===== config.mk =====
export PLATFORM = sky130hd
export DESIGN_NAME = prsd_strap_decode
export DESIGN_NICKNAME = d
export VERILOG_FILES = /design/src/core/prsd_pkg.sv /design/src/core/prsd_strap_decode.sv
export VERILOG_INCLUDE_DIRS = /design/src /design/src/core
export SDC_FILE = /design/constraint.sdc
export NUM_CORES = 1
export LEC_CHECK = 0
export BUFFER_PORTS_ARGS = -buffer_cell sky130_fd_sc_hd__buf_4
export CAP_MARGIN = 20
export CORE_UTILIZATION = 44
export CTS_CLUSTER_SIZE = 40
export DETAILED_ROUTE_END_ITERATION = 8
export HOLD_SLACK_MARGIN = 0.12
export PLACE_DENSITY = 0.67
export SLEW_MARGIN = 0
export SYNTH_ARGS = -nofsm -noshare
export SYNTH_HDL_FRONTEND = slang
export SYNTH_SLANG_ARGS = --single-unit

===== constraint.sdc =====
create_clock -name clock -period 4.5 [get_ports clock]
set_clock_uncertainty 0.1 [all_clocks]
set_input_delay 0.225 -clock clock [delete_from_list [all_inputs] [get_ports clock]]
set_output_delay 0.225 -clock clock [all_outputs]
set_load 0.05 [all_outputs]

===== src/core/prsd_defs.svh =====
// Constants for the clock ratio strap decoder
`ifndef PRSD_DEFS_SVH
`define PRSD_DEFS_SVH

// Platform ratio strap codes
`define PRSD_PLAT_16 4'h0
`define PRSD_PLAT_3 4'h3
`define PRSD_PLAT_4 4'h4
`define PRSD_PLAT_5 4'h5
`define PRSD_PLAT_6 4'h6
`define PRSD_PLAT_8 4'h8
`define PRSD_PLAT_9 4'h9
`define PRSD_PLAT_10 4'hA
`define PRSD_PLAT_12 4'hC

// Platform code held under reset, a reserved code until straps are caught
`define PRSD_PLAT_RST 4'h1

// Core ratio strap codes (ratio given in halves)
`define PRSD_CORE_8H 3'h0
`define PRSD_CORE_9H 3'h1
`define PRSD_CORE_RSV 3'h2
`define PRSD_CORE_3H 3'h3
`define PRSD_CORE_4H 3'h4
`define PRSD_CORE_5H 3'h5
`define PRSD_CORE_6H 3'h6
`define PRSD_CORE_7H 3'h7

// Memory ratio strap codes
`define PRSD_MEM_3 3'h0
`define PRSD_MEM_4 3'h1
`define PRSD_MEM_6 3'h2
`define PRSD_MEM_8 3'h3
`define PRSD_MEM_10 3'h4
`define PRSD_MEM_12 3'h5
`define PRSD_MEM_RSV 3'h6
`define PRSD_MEM_SYNC 3'h7

// Supported reference clock and PCI clock ranges in kHz
`define PRSD_SYSREF_MIN_KHZ 32'd33330
`define PRSD_SYSREF_MAX_KHZ 32'd133330
`define PRSD_PCI_MIN_KHZ 32'd33000
`define PRSD_PCI_MAX_KHZ 32'd66000

`endif


===== src/core/prsd_pkg.sv =====
// Types for the clock ratio strap decoder
package prsd_pkg;
    typedef enum logic [1:0] {
        PRSD_IN_RESET = 2'b00,
        PRSD_LATCH = 2'b01,
        PRSD_HOLD = 2'b10
    } prsd_state_t;
endpackage


===== src/core/prsd_strap_decode.sv =====
// Power-up strap latch and clock ratio decoder
`timescale 1ns/1ps
`include "prsd_defs.svh"

module prsd_strap_decode #(
    parameter int FREQ_W = 32
) (
    input wire logic clock, // 20 MHz system clock
    input wire logic rst_b, // Power-up reset, active low
    input wire logic [3:0] platform_ratio_straps, // Platform ratio straps
    input wire logic core_ratio_strap_msb, // Core ratio strap bit 2
    input wire logic core_ratio_strap_mid, // Core ratio strap bit 1
    input wire logic core_ratio_strap_lsb, // Core ratio strap bit 0
    input wire logic [1:0] memory_ratio_strap_pins_hi, // Mem ratio bits 2:1
    input wire logic memory_ratio_strap_pin_lo, // Mem ratio bit 0
    input wire logic memory_clock_divide_setting, // Halve memory bus clock
    input wire logic [FREQ_W-1:0] sysref_khz, // System reference freq
    input wire logic [FREQ_W-1:0] memref_khz, // Memory reference freq
    output logic straps_valid, // Straps latched and decoded
    output logic [4:0] platform_ratio, // Platform:sysref multiple
    output logic platform_ratio_reserved, // Reserved platform code
    output logic [3:0] core_ratio_halves, // Core:platform ratio x2
    output logic core_ratio_reserved, // Reserved core code
    output logic [3:0] memory_ratio, // Data rate:memory reference
    output logic memory_ratio_reserved, // Reserved memory code
    output logic memory_sync_mode, // Memory runs synchronous
    output logic memory_ref_needed, // Memory reference clock used
    output logic pci_clock_from_async, // PCI clock taken from pin
    output logic sysref_in_range, // System reference supported
    output logic [FREQ_W-1:0] platform_khz, // Platform bus frequency
    output logic [FREQ_W-1:0] memory_data_khz, // Memory data rate
    output logic [FREQ_W-1:0] memory_bus_khz // Memory bus clock freq
);

    prsd_pkg::prsd_state_t state_q, state_d;
    logic [3:0] plat_code_q, plat_code_d;
    logic [2:0] core_code_q, core_code_d;
    logic [2:0] mem_code_q, mem_code_d;
    logic [4:0] plat_ratio_d, plat_ratio_q;
    logic plat_rsv_d, plat_rsv_q;
    logic [3:0] core_halves_d, core_halves_q;
    logic core_rsv_d, core_rsv_q;
    logic [3:0] mem_ratio_d, mem_ratio_q;
    logic mem_rsv_d, mem_rsv_q;
    logic sync_d, sync_q;
    logic [FREQ_W-1:0] plat_khz_d, plat_khz_q;
    logic [FREQ_W-1:0] data_khz_d, data_khz_q;
    logic [FREQ_W-1:0] bus_khz_d, bus_khz_q;
    logic pci_async_d, pci_async_q;
    logic range_d, range_q;

    // Straps are caught on the second edge after reset release, then frozen
    always_comb begin
        state_d = state_q;
        plat_code_d = plat_code_q;
        core_code_d = core_code_q;
        mem_code_d = mem_code_q;
        case (state_q)
            prsd_pkg::PRSD_IN_RESET: begin
                state_d = prsd_pkg::PRSD_LATCH;
            end
            prsd_pkg::PRSD_LATCH: begin
                plat_code_d = platform_ratio_straps;
                core_code_d = {core_ratio_strap_msb, core_ratio_strap_mid,
                               core_ratio_strap_lsb};
                mem_code_d = {memory_ratio_strap_pins_hi,
                              memory_ratio_strap_pin_lo};
                state_d = prsd_pkg::PRSD_HOLD;
            end
            prsd_pkg::PRSD_HOLD: begin
                state_d = prsd_pkg::PRSD_HOLD;
            end
            default: begin
                state_d = prsd_pkg::PRSD_IN_RESET;
            end
        endcase
    end

    // Strap registers take constants under reset, never the pins
    always_ff @(posedge clock or negedge rst_b) begin
        if (!rst_b) begin
            state_q <= prsd_pkg::PRSD_IN_RESET;
            plat_code_q <= `PRSD_PLAT_RST;
            core_code_q <= `PRSD_CORE_RSV;
            mem_code_q <= `PRSD_MEM_RSV;
        end else begin
            state_q <= state_d;
            plat_code_q <= plat_code_d;
            core_code_q <= core_code_d;
            mem_code_q <= mem_code_d;
        end
    end

    // Decode the codes about to be held, so the ratio outputs come
    // from flops yet appear on the very edge that catches the straps
    always_comb begin
        // Platform ratio; unknown codes fall to the default, ratio zero, flagged reserved
        plat_rsv_d = 1'b0;
        case (plat_code_d)
            `PRSD_PLAT_16: plat_ratio_d = 5'h10;
            `PRSD_PLAT_3: plat_ratio_d = 5'h03;
            `PRSD_PLAT_4: plat_ratio_d = 5'h04;
            `PRSD_PLAT_5: plat_ratio_d = 5'h05;
            `PRSD_PLAT_6: plat_ratio_d = 5'h06;
            `PRSD_PLAT_8: plat_ratio_d = 5'h08;
            `PRSD_PLAT_9: plat_ratio_d = 5'h09;
            `PRSD_PLAT_10: plat_ratio_d = 5'h0A;
            `PRSD_PLAT_12: plat_ratio_d = 5'h0C;
            default: begin
                plat_ratio_d = 5'h00;
                plat_rsv_d = 1'b1;
            end
        endcase
        // Core ratio in halves to keep 9:2 exact
        core_rsv_d = 1'b0;
        case (core_code_d)
            `PRSD_CORE_8H: core_halves_d = 4'h8;
            `PRSD_CORE_9H: core_halves_d = 4'h9;
            `PRSD_CORE_3H: core_halves_d = 4'h3;
            `PRSD_CORE_4H: core_halves_d = 4'h4;
            `PRSD_CORE_5H: core_halves_d = 4'h5;
            `PRSD_CORE_6H: core_halves_d = 4'h6;
            `PRSD_CORE_7H: core_halves_d = 4'h7;
            default: begin
                core_halves_d = 4'h0;
                core_rsv_d = 1'b1;
            end
        endcase
        // Memory ratio; sync and reserved carry ratio zero
        mem_rsv_d = 1'b0;
        sync_d = 1'b0;
        case (mem_code_d)
            `PRSD_MEM_3: mem_ratio_d = 4'h3;
            `PRSD_MEM_4: mem_ratio_d = 4'h4;
            `PRSD_MEM_6: mem_ratio_d = 4'h6;
            `PRSD_MEM_8: mem_ratio_d = 4'h8;
            `PRSD_MEM_10: mem_ratio_d = 4'hA;
            `PRSD_MEM_12: mem_ratio_d = 4'hC;
            `PRSD_MEM_SYNC: begin
                mem_ratio_d = 4'h0;
                sync_d = 1'b1;
            end
            default: begin
                mem_ratio_d = 4'h0;
                mem_rsv_d = 1'b1;
            end
        endcase
    end

    // Decoded ratio registers; reset values match the reset codes
    always_ff @(posedge clock or negedge rst_b) begin
        if (!rst_b) begin
            plat_ratio_q <= 5'h00;
            plat_rsv_q <= 1'b1;
            core_halves_q <= 4'h0;
            core_rsv_q <= 1'b1;
            mem_ratio_q <= 4'h0;
            mem_rsv_q <= 1'b1;
            sync_q <= 1'b0;
        end else begin
            plat_ratio_q <= plat_ratio_d;
            plat_rsv_q <= plat_rsv_d;
            core_halves_q <= core_halves_d;
            core_rsv_q <= core_rsv_d;
            mem_ratio_q <= mem_ratio_d;
            mem_rsv_q <= mem_rsv_d;
            sync_q <= sync_d;
        end
    end

    // Frequency arithmetic; registered so data outputs come from flops
    always_comb begin
        range_d = (sysref_khz >= FREQ_W'(`PRSD_SYSREF_MIN_KHZ)) &&
                  (sysref_khz <= FREQ_W'(`PRSD_SYSREF_MAX_KHZ));
        plat_khz_d = FREQ_W'(sysref_khz * plat_ratio_q);
        if (sync_q) begin
            // Memory reference is not looked at in this mode
            data_khz_d = plat_khz_d;
        end else begin
            data_khz_d = FREQ_W'(memref_khz * mem_ratio_q);
        end
        bus_khz_d = data_khz_d >> 1;
        if (memory_clock_divide_setting) begin
            // Software must settle this before memory init
            bus_khz_d = data_khz_d >> 2;
        end
        // A system reference outside the PCI clock range forces the separate PCI pin
        pci_async_d = (sysref_khz < FREQ_W'(`PRSD_PCI_MIN_KHZ)) ||
                      (sysref_khz > FREQ_W'(`PRSD_PCI_MAX_KHZ));
    end

    // Frequency result registers
    always_ff @(posedge clock or negedge rst_b) begin
        if (!rst_b) begin
            plat_khz_q <= '0;
            data_khz_q <= '0;
            bus_khz_q <= '0;
            pci_async_q <= 1'b0;
            range_q <= 1'b0;
        end else begin
            plat_khz_q <= plat_khz_d;
            data_khz_q <= data_khz_d;
            bus_khz_q <= bus_khz_d;
            pci_async_q <= pci_async_d;
            range_q <= range_d;
        end
    end

    // Decoded values are stable flop outputs once latched
    assign straps_valid = (state_q == prsd_pkg::PRSD_HOLD);
    assign platform_ratio = plat_ratio_q;
    assign platform_ratio_reserved = plat_rsv_q;
    assign core_ratio_halves = core_halves_q;
    assign core_ratio_reserved = core_rsv_q;
    assign memory_ratio = mem_ratio_q;
    assign memory_ratio_reserved = mem_rsv_q;
    assign memory_sync_mode = sync_q;
    assign memory_ref_needed = !sync_q;
    assign pci_clock_from_async = pci_async_q;
    assign sysref_in_range = range_q;
    assign platform_khz = plat_khz_q;
    assign memory_data_khz = data_khz_q;
    assign memory_bus_khz = bus_khz_q;

endmodule


### Word-level counts from Yosys, hierarchy flattened

Index checks and enable logic that the tools add are counted.

* logic and storage cells: 68
* register bits after elaboration: 127

* reductions and logical operators: 11
* eq/ne operators: 22
* muxes and demuxes: 13
* $mul: 2
* order comparisons: 4

Operators with widths (count)
* case mux 5 bit (9 select lines): 1
* >= comparator 32 x 16 -> 1 bit (second input constant): 1
* > comparator 32 x 17 -> 1 bit (second input constant): 1
* <= comparator 32 x 18 -> 1 bit (second input constant): 1
* less-than comparator 32 x 16 -> 1 bit (second input constant): 1
* multiplier 32 x 4 -> 32 bit: 1
* multiplier 32 x 5 -> 32 bit: 1
* two-way mux 32 bit: 1
* two-way mux 31 bit: 1
* case mux 4 bit (7 select lines): 1
* case mux 4 bit (6 select lines): 1
* == test 3 bit (second input constant): 7
* == test 4 bit (second input constant): 4
* OR reduction 7 bit: 2
* == test 4 x 3 -> 1 bit (second input constant): 3
* == test 3 x 2 -> 1 bit (second input constant): 3
* OR reduction 9 bit: 1
* == test 3 x 1 -> 1 bit (second input constant): 2
* logical NOT 3 bit: 2
* two-way mux 3 bit: 2
* == test 4 x 2 -> 1 bit (second input constant): 1
* logical NOT 4 bit: 1
* two-way mux 1 bit: 4
* two-way mux 4 bit: 1
* other kinds (8): 8

### Depth between registers and ports, before layout

Gate-level depths: netlist (run 1).

* depth in word-level cells: 5
* mapped depth: 19
* gate-level depth less buffers: 17

### Worst setup path before layout (run 1)

No wires, ideal clock.

* path kind: register to register
* start point: register plat_ratio_q[3], in the netlist platform_ratio[3]
* end point: register bus_khz_q[27], in the netlist memory_bus_khz[27]
* clock period less this slack: 5313 ps
* cell stages (with the launch flop): 20
* arrival time: 5075 ps
* buffers on the path: 3
* slack: -813 ps
* cells stage by stage: dfrtp_1 clkbuf_1 clkbuf_1 and2_1 fa_1 fa_1 inv_1 fa_1 inv_1 ha_1 buf_2 a21oi_2 nand2_1 or4_4 a21oi_2 nor3_1 o21a_1 a211oi_2 inv_2 mux4_2

* word-level cells in the longest chain between the ends: 3

RTL lines
* start: declaration: RTL line prsd_strap_decode.sv:39 `logic [4:0] plat_ratio_d, plat_ratio_q;`
* start signal: assignment: RTL line prsd_strap_decode.sv:161 `plat_ratio_q <= plat_ratio_d;`
* multiplier 32 x 5 -> 32 bit: RTL line prsd_strap_decode.sv:175 `plat_khz_d = FREQ_W'(sysref_khz * plat_ratio_q);`
* via plat_khz_d[28]: RTL line prsd_strap_decode.sv:46 `logic [FREQ_W-1:0] plat_khz_d, plat_khz_q;`
* two-way mux 32 bit: RTL line prsd_strap_decode.sv:176 `if (sync_q) begin`
* two-way mux 31 bit: RTL line prsd_strap_decode.sv:183 `if (memory_clock_divide_setting) begin`
* via bus_khz_d[27]: RTL line prsd_strap_decode.sv:48 `logic [FREQ_W-1:0] bus_khz_d, bus_khz_q;`
* end signal: assignment: RTL line prsd_strap_decode.sv:203 `bus_khz_q <= bus_khz_d;`
* end: declaration: RTL line prsd_strap_decode.sv:48

The timed path passes the listed nets, and every way through them passes these cells.

### Worst setup path after layout (run 1)

Ends and elaborated chain as after synthesis.

==> flow_summary.json, run 1 <==
{
  "gr-total-overflow": 0,
  "dr.pass1.iters": 5,
  "cts_buffers": 17,
  "synth-seq-area-share": 0.237,
  "clk_pin_slew_worst_paths_ps": 70,
  "dp_cells": 2183,
  "setup_viol": 30,
  "hpwl_um": 28300,
  "synthDominantCellAreaShare": 0.223,
  "diodes": 0,
  "cts_root_buf": "clkbuf_16",
  "synth.avg_cell_area_um2": 8.96,
  "finalSetupTns_ps": -3450,
  "slowest_stage": "or4_4",
  "clk-insertion-delay-late_ps": 430,
  "async_reset_ff_frac": 1.00,
  "crit_path_frequent_cell": "fa_1",
  "final-hold-violation-count": 0,
  "reg2reg_setup_slack_ps": -270,
  "yosysMostFrequentCell": "inv_1",
  "crit_cells": 17,
  "crit_type": "flip-flop to flip-flop",
  "ys_top_cells_by_area": "dfrtp_1 (22%), fa_1 (21%), and2_1 (8.6%), ha_1 (6.5%), inv_1 (6.0%)",
  "utilization": 0.613,
  "grt_util_met3": 0.0578,
  "clockPowerShare": 0.195,
  "area_growth_pct": 37.3,
  "power.internal_mw": 3.86,
  "use_met2": 0.426,
  "timing.final.crit_period_ps": 4770,
  "wl_per_cell_um": 16.1,
  "synth-edff-count": 0,
  "syn_inst": 1476,
  "synth.distinct_cells": 70,
  "antenna_found_initial": 0,
  "sw_frac_of_total": 0.456,
  "dieArea_um2": 30800,
  "io_buffers": 192,
  "cp_top_family": "adder cells",
  "rsz0062_at_grt": "yes",
  "critPathCaptureType": "flip-flop",
  "ys_seq_elements": 125,
  "start_util": 0.446,
  "startpoint_type": "flip-flop",
  "grt_max_degree": 56,
  "peakVddDrop_mv": 0.291,
  "top_usage_layer": "met2",
  "die_w_um": 175,
  "remaining_drc_errors": 0,
  "cp_max_fo": 6,
  "slew_viol_final": 0,
  "routed_wl_um": 36300,
  "synth_nets": 1762,
  "cp_data_required_time_ps": 4680,
  "drive_above_1_share": 0.339,
  "whs_path_depth": 4,
  "finalNetCount": 2140,
  "critical-path-max-stage-delay_ps": 580,
  "yosysWarnings": 0,
  "fill_cells": 2542,
  "cts_max_level": 4,
  "numClockSinks": 125,
  "cts_tree": "yes",
  "fp.dieH_um": 175,
  "synth_commonest_cells": "inv_1 (213), and2_1 (181), nand2_1 (166)",
  "drt_iter0_markers": 513,
  "seq_power_share": 0.221,
  "grt_usage": 0.242,
  "synth_ff_type": "dfrtp_1",
  "core_area_um2": 29600,
  "power.switching_mw": 3.23,
  "maxSlewHeadroom": 0.456,
  "vias": 11600,
  "post-route-period-util": 1.06,
  "stdcell_count": 2257,
  "arrival_ps": 4960,
  "syn-cell-area_um2": 13200,
  "holdCritPathClass": "primary input to flip-flop",
  "clockBufferDepth": 2,
  "violations": "negative setup slack",
  "fmax_mhz": 210,
  "via_per_inst": 5.15,
  "pwr-share-comb": 0.584,
  "worst_slew_pin_slew_ps": 806,
  "yosysTopAreaCell": "dfrtp_1",
  "status": "finished with violations",
  "critPathBufInv": 4,
  "gp_congestion": 0.934,
  "rows": 63,
  "maxCapViolations": 0,
  "timing.final.ws_setup_ps": -273,
  "pin_count": 194,
  "power_density_nw_per_um2": 391,
  "worst-r2r-cell-count": 17,
  "path_cells": "buf_6 > and2_4 > fa_1 > fa_1 > inv_1 > fa_1 > inv_2 > ha_4 > a21oi_2 > nand2_1 > or4_4 > a21oi_4 > nor3_2 > o21a_1 > a211oi_4 > inv_2 > mux4_2",
  "ant_nets": 0,
  "grt_pass1_vias": 12300,
  "total_leakage_power_nw": 8.99,
  "use_met1": 0.298,
  "grt_pass1_wl_um": 59800
}
cells by family after synthesis:
family | synth area share
compound gates | 0.111
xor+xnor | 0.0397
fa+ha+maj | 0.277
buf+inv | 0.0811
flops | 0.237
mux | 0.0510
other cells | 0.000283
simple gates | 0.202
area by class of cell:
class                   instances  area, µm²  area share
multi-input cells            1069       9780       0.538
repair buffers                425       3360       0.185
flip-flops and latches        125       3140       0.173
inverters                     216        811      0.0446
well taps                     390        488      0.0269
clock buffers                  19        443      0.0244
clock inverters                13        143     0.00785
worst register-to-register path: cells and delay by family, from the launching register on:
kind            cells  cell delay [ps]
compound gates      4              760
fa+ha+maj           4             1680
buf+inv             4              320
flops               1              480
mux                 1              450
simple gates        4              870
cells in the final DEF, fill, tap and decap left out, drive strengths merged, types with 11 or more instances in the layout:
master,synthesis,routed
nor2,61,61
dlygate4sd3,0,14
nand4,13,13
dfrtp,118,118
nor3,20,20
inv,216,218
ha,69,69
a21oi,71,71
xor2,20,20
nand2,166,166
o21ai,56,56
and3,12,12
xnor2,40,40
clkbuf,53,19
fa,140,140
and2,181,181
buf,13,411
mux2,21,21
nand3,26,26
a21o,17,17
mux2i,19,19
mux4,11,11
power groups by stage:
stage | clock, mW | combinational [mW] | sequential, mW
floorplan | 0 | 1.41 | 2.59
global placement | 0 | 3.81 | 1.59
detailed placement | 0 | 3.85 | 1.59
CTS | 1.40 | 4.05 | 1.57
global route | 1.45 | 4.46 | 1.59
finish | 1.38 | 4.15 | 1.57
final timing paths:
check                                        from                   end
worst min register to register     core_code_q[2]        core_code_q[2]
worst max-delay path            platform_ratio[3]    memory_bus_khz[27]
max in group asynchronous                   rst_b      platform_khz[31]
min in group asynchronous                   rst_b  pci_clock_from_async
worst min-delay path               sysref_khz[16]  pci_clock_from_async
worst max register to register  platform_ratio[3]    memory_bus_khz[27]
flip-flops by register name (all words and copies together), names as in the netlist:
name,count
memory_bus_khz,31
memory_data_khz,32
core_code_q,2
memory_ratio_reserved,1
memory_ratio,4
platform_khz,32
core_ratio_reserved,1
platform_ratio_reserved,1
mem_code_q,3
sysref_in_range,1
state_q,2
plat_code_q,4
platform_ratio,5
memory_sync_mode,1
core_ratio_halves,4
pci_clock_from_async,1
routing by layer:
layer	wire [µm]	vias to the layer above	share of wire
met5	0	-	0
met4	648	0	0.018
met3	2270	46	0.063
met2	18300	296	0.51
met1	15000	5757	0.41
li1	-	5533	-
metrics by stage:
step / hold slack, ps / area, µm² / power (mW) / setup slack, ps
2_1_floorplan: -171 / 13500 / 3.99 / -428
3_3_place_gp: 239 / 16600 / 5.40 / -310
3_5_place_dp: 243 / 16600 / 5.44 / -422
4_1_cts: 124 / 17900 / 7.03 / -258
5_1_grt: 150 / 18200 / 7.50 / -394
6_report: 144 / 18200 / 7.10 / -273
what timing repair did:
| action | in CTS | in global routing |
|---|---|---|
| setup endpoints to repair | 54 | 60 |
| buffers inserted | 23 | 7 |
| hold endpoints to repair | 72 | 0 |
| hold buffers | 14 | 0 |
| pin swaps | 60 | 49 |
| resized for setup | 96 | 63 |
| cloned | 0 | 1 |
Note: power is estimated with default switching activity, not from simulation.
==> run 2: changes to the inputs <==
==> constraint.sdc (replaced) <==
create_clock -name clock -period 4.5 [get_ports clock]
set_clock_uncertainty 0.1 [all_clocks]
set_input_delay 0.675 -clock clock [delete_from_list [all_inputs] [get_ports clock]]
set_output_delay 0.675 -clock clock [all_outputs]
set_load 0.05 [all_outputs]
==> run 2 against run 1 <==
Compared with the run above:
- the flow still finishes with violations (negative setup slack)
- sequential share of layout area shrank 0.44 points
- non-clock buffer count grew 47
- register-to-register slack lost 110 ps
- critical path type unchanged
- highest routed layer unchanged
==> flow_summary.json, run 2 (synthesis gave the netlist of run 1 again) <==
{
  "timing.final.crit_period_ps": 4880,
  "cts_root_buf": "clkbuf_16",
  "antenna_found_initial": 0,
  "final_common_cell": "buf_4",
  "routed_wl_um": 37200,
  "stdcell_area_um2": 18600,
  "dr_wl_met3_um": 1950,
  "critical-path-max-stage-delay_ps": 560,
  "utilization": 0.629,
  "io_buffers": 192,
  "fmax_mhz": 205,
  "cts_max_level": 4,
  "cp_top_family": "adder cells",
  "area_growth_pct": 40.9,
  "worst_slew_pin_slew_ps": 1120,
  "finalNetCount": 2187,
  "final-hold-violation-count": 0,
  "dpl_cell_area_um2": 17000,
  "crit_type": "flip-flop to flip-flop",
  "fp.dieH_um": 175,
  "critPathBufInv": 4,
  "peakVddDrop_mv": 0.416,
  "setup_viol": 42,
  "gr-total-overflow": 0,
  "cp_max_fo": 12,
  "die_w_um": 175,
  "power_density_nw_per_um2": 388,
  "cts_buffers": 17,
  "dp_cells": 2236,
  "remaining_drc_errors": 0,
  "startpoint_type": "flip-flop",
  "grt_max_degree": 65,
  "wl_per_cell_um": 16.2,
  "final_cell_mix": "buf_4 (449), inv_1 (198), and2_1 (162)",
  "dieArea_um2": 30800,
  "timing.final.ws_setup_ps": -380,
  "post-route-period-util": 1.08,
  "diodes": 0,
  "reg2reg_setup_slack_ps": -380,
  "rows": 63,
  "core_area_um2": 29600,
  "violations": "negative setup slack",
  "slew_viol_final": 0,
  "wl_met2_um": 19000,
  "maxSlewHeadroom": 0.250,
  "total_leakage_power_nw": 9.34,
  "hpwl_um": 28800,
  "drt_iter0_markers": 821,
  "rsz0062_at_grt": "yes",
  "arrival_ps": 5070,
  "p_total_mw": 7.23,
  "drive_above_1_share": 0.368,
  "fill_cells": 2499,
  "slowest_stage": "fa_1",
  "pin_count": 194,
  "cts_tree": "yes",
  "cp_data_required_time_ps": 4690,
  "numClockSinks": 125,
  "status": "finished with violations",
  "gp_congestion": 0.908,
  "clk-insertion-delay-late_ps": 430,
  "cts_hold_buffers": 0,
  "vias": 12000,
  "grt_usage": 0.247,
  "clk_pin_slew_worst_paths_ps": 70,
  "grt_pass1_wl_um": 60900,
  "ant_nets": 0,
  "clockBufferDepth": 2,
  "path_cells": "buf_12 > and2_1 > fa_1 > fa_1 > inv_2 > fa_1 > inv_2 > ha_4 > and4_4 > and4_4 > inv_2 > o221ai_4 > a21oi_2 > a211oi_2 > xnor2_1 > mux4_2",
  "holdCritPathClass": "primary input to async pin",
  "maxCapViolations": 0,
  "start_util": 0.446,
  "stdcell_count": 2304,
  "via_per_inst": 5.20,
  "critPathCaptureType": "flip-flop",
  "met1Wirelength_um": 15500,
  "whs_ps": 229,
  "dr.max_layer_used": "met4",
  "dr.pass1.iters": 5,
  "grt_pass1_vias": 12600
}
-- run 2: changes by cell type in the layout (fill, tap and decap cells not counted), moves of 4 or more --
cell / change
buf_4: +62
dlygate4sd3_1: -14
inv_6: +5
xnor2_1: -4
-- run 2: layout make-up --
cell class / instances / area (µm²) / share of cell area
timing repair buffer: 472 / 3670 / 0.197
clock inverter: 14 / 148 / 0.00792
sequential: 125 / 3140 / 0.169
clock buffer: 18 / 429 / 0.0230
multi-input combinational: 1069 / 9950 / 0.534
tap: 390 / 488 / 0.0262
inverter: 216 / 811 / 0.0435
-- run 2: metal layers --
layer  vias up  global-route usage
li1       5638                   -
met1      5964               0.307
met2       319               0.434
met3        56              0.0474
met4         0              0.0714
met5         -                   0
-- run 2: where the power goes --
group	total (mW)	switching, mW	internal, mW
sequential	1.57	0.145	1.42
clock	1.38	0.595	0.783
combinational	4.28	2.59	1.69
-- run 2: timing repair --
item / CTS / global route
resized for setup: 79 / 98
setup buffers: 25 / 12
setup endpoints to repair: 53 / 62
pin swaps: 50 / 48
-- run 2: stage by stage --
step / TNS [ps] / setup WS [ps]
CTS: -4460 / -310
global placement: -20190 / -593
detailed placement: -24190 / -681
finish: -6680 / -380
global route: -14040 / -513
floorplan: -5830 / -456
-- run 2: final timing paths --
path                                 startpoint                  to  depth (start not counted)
min in group clock         core_ratio_strap_msb      core_code_q[2]                          2
min reg2reg                      core_code_q[2]      core_code_q[2]                          1
max in group asynchronous                 rst_b  memory_bus_khz[24]                          2
min                                       rst_b     memory_ratio[2]                          1
max                           platform_ratio[2]  memory_bus_khz[27]                         16
max reg2reg                   platform_ratio[2]  memory_bus_khz[27]                         16
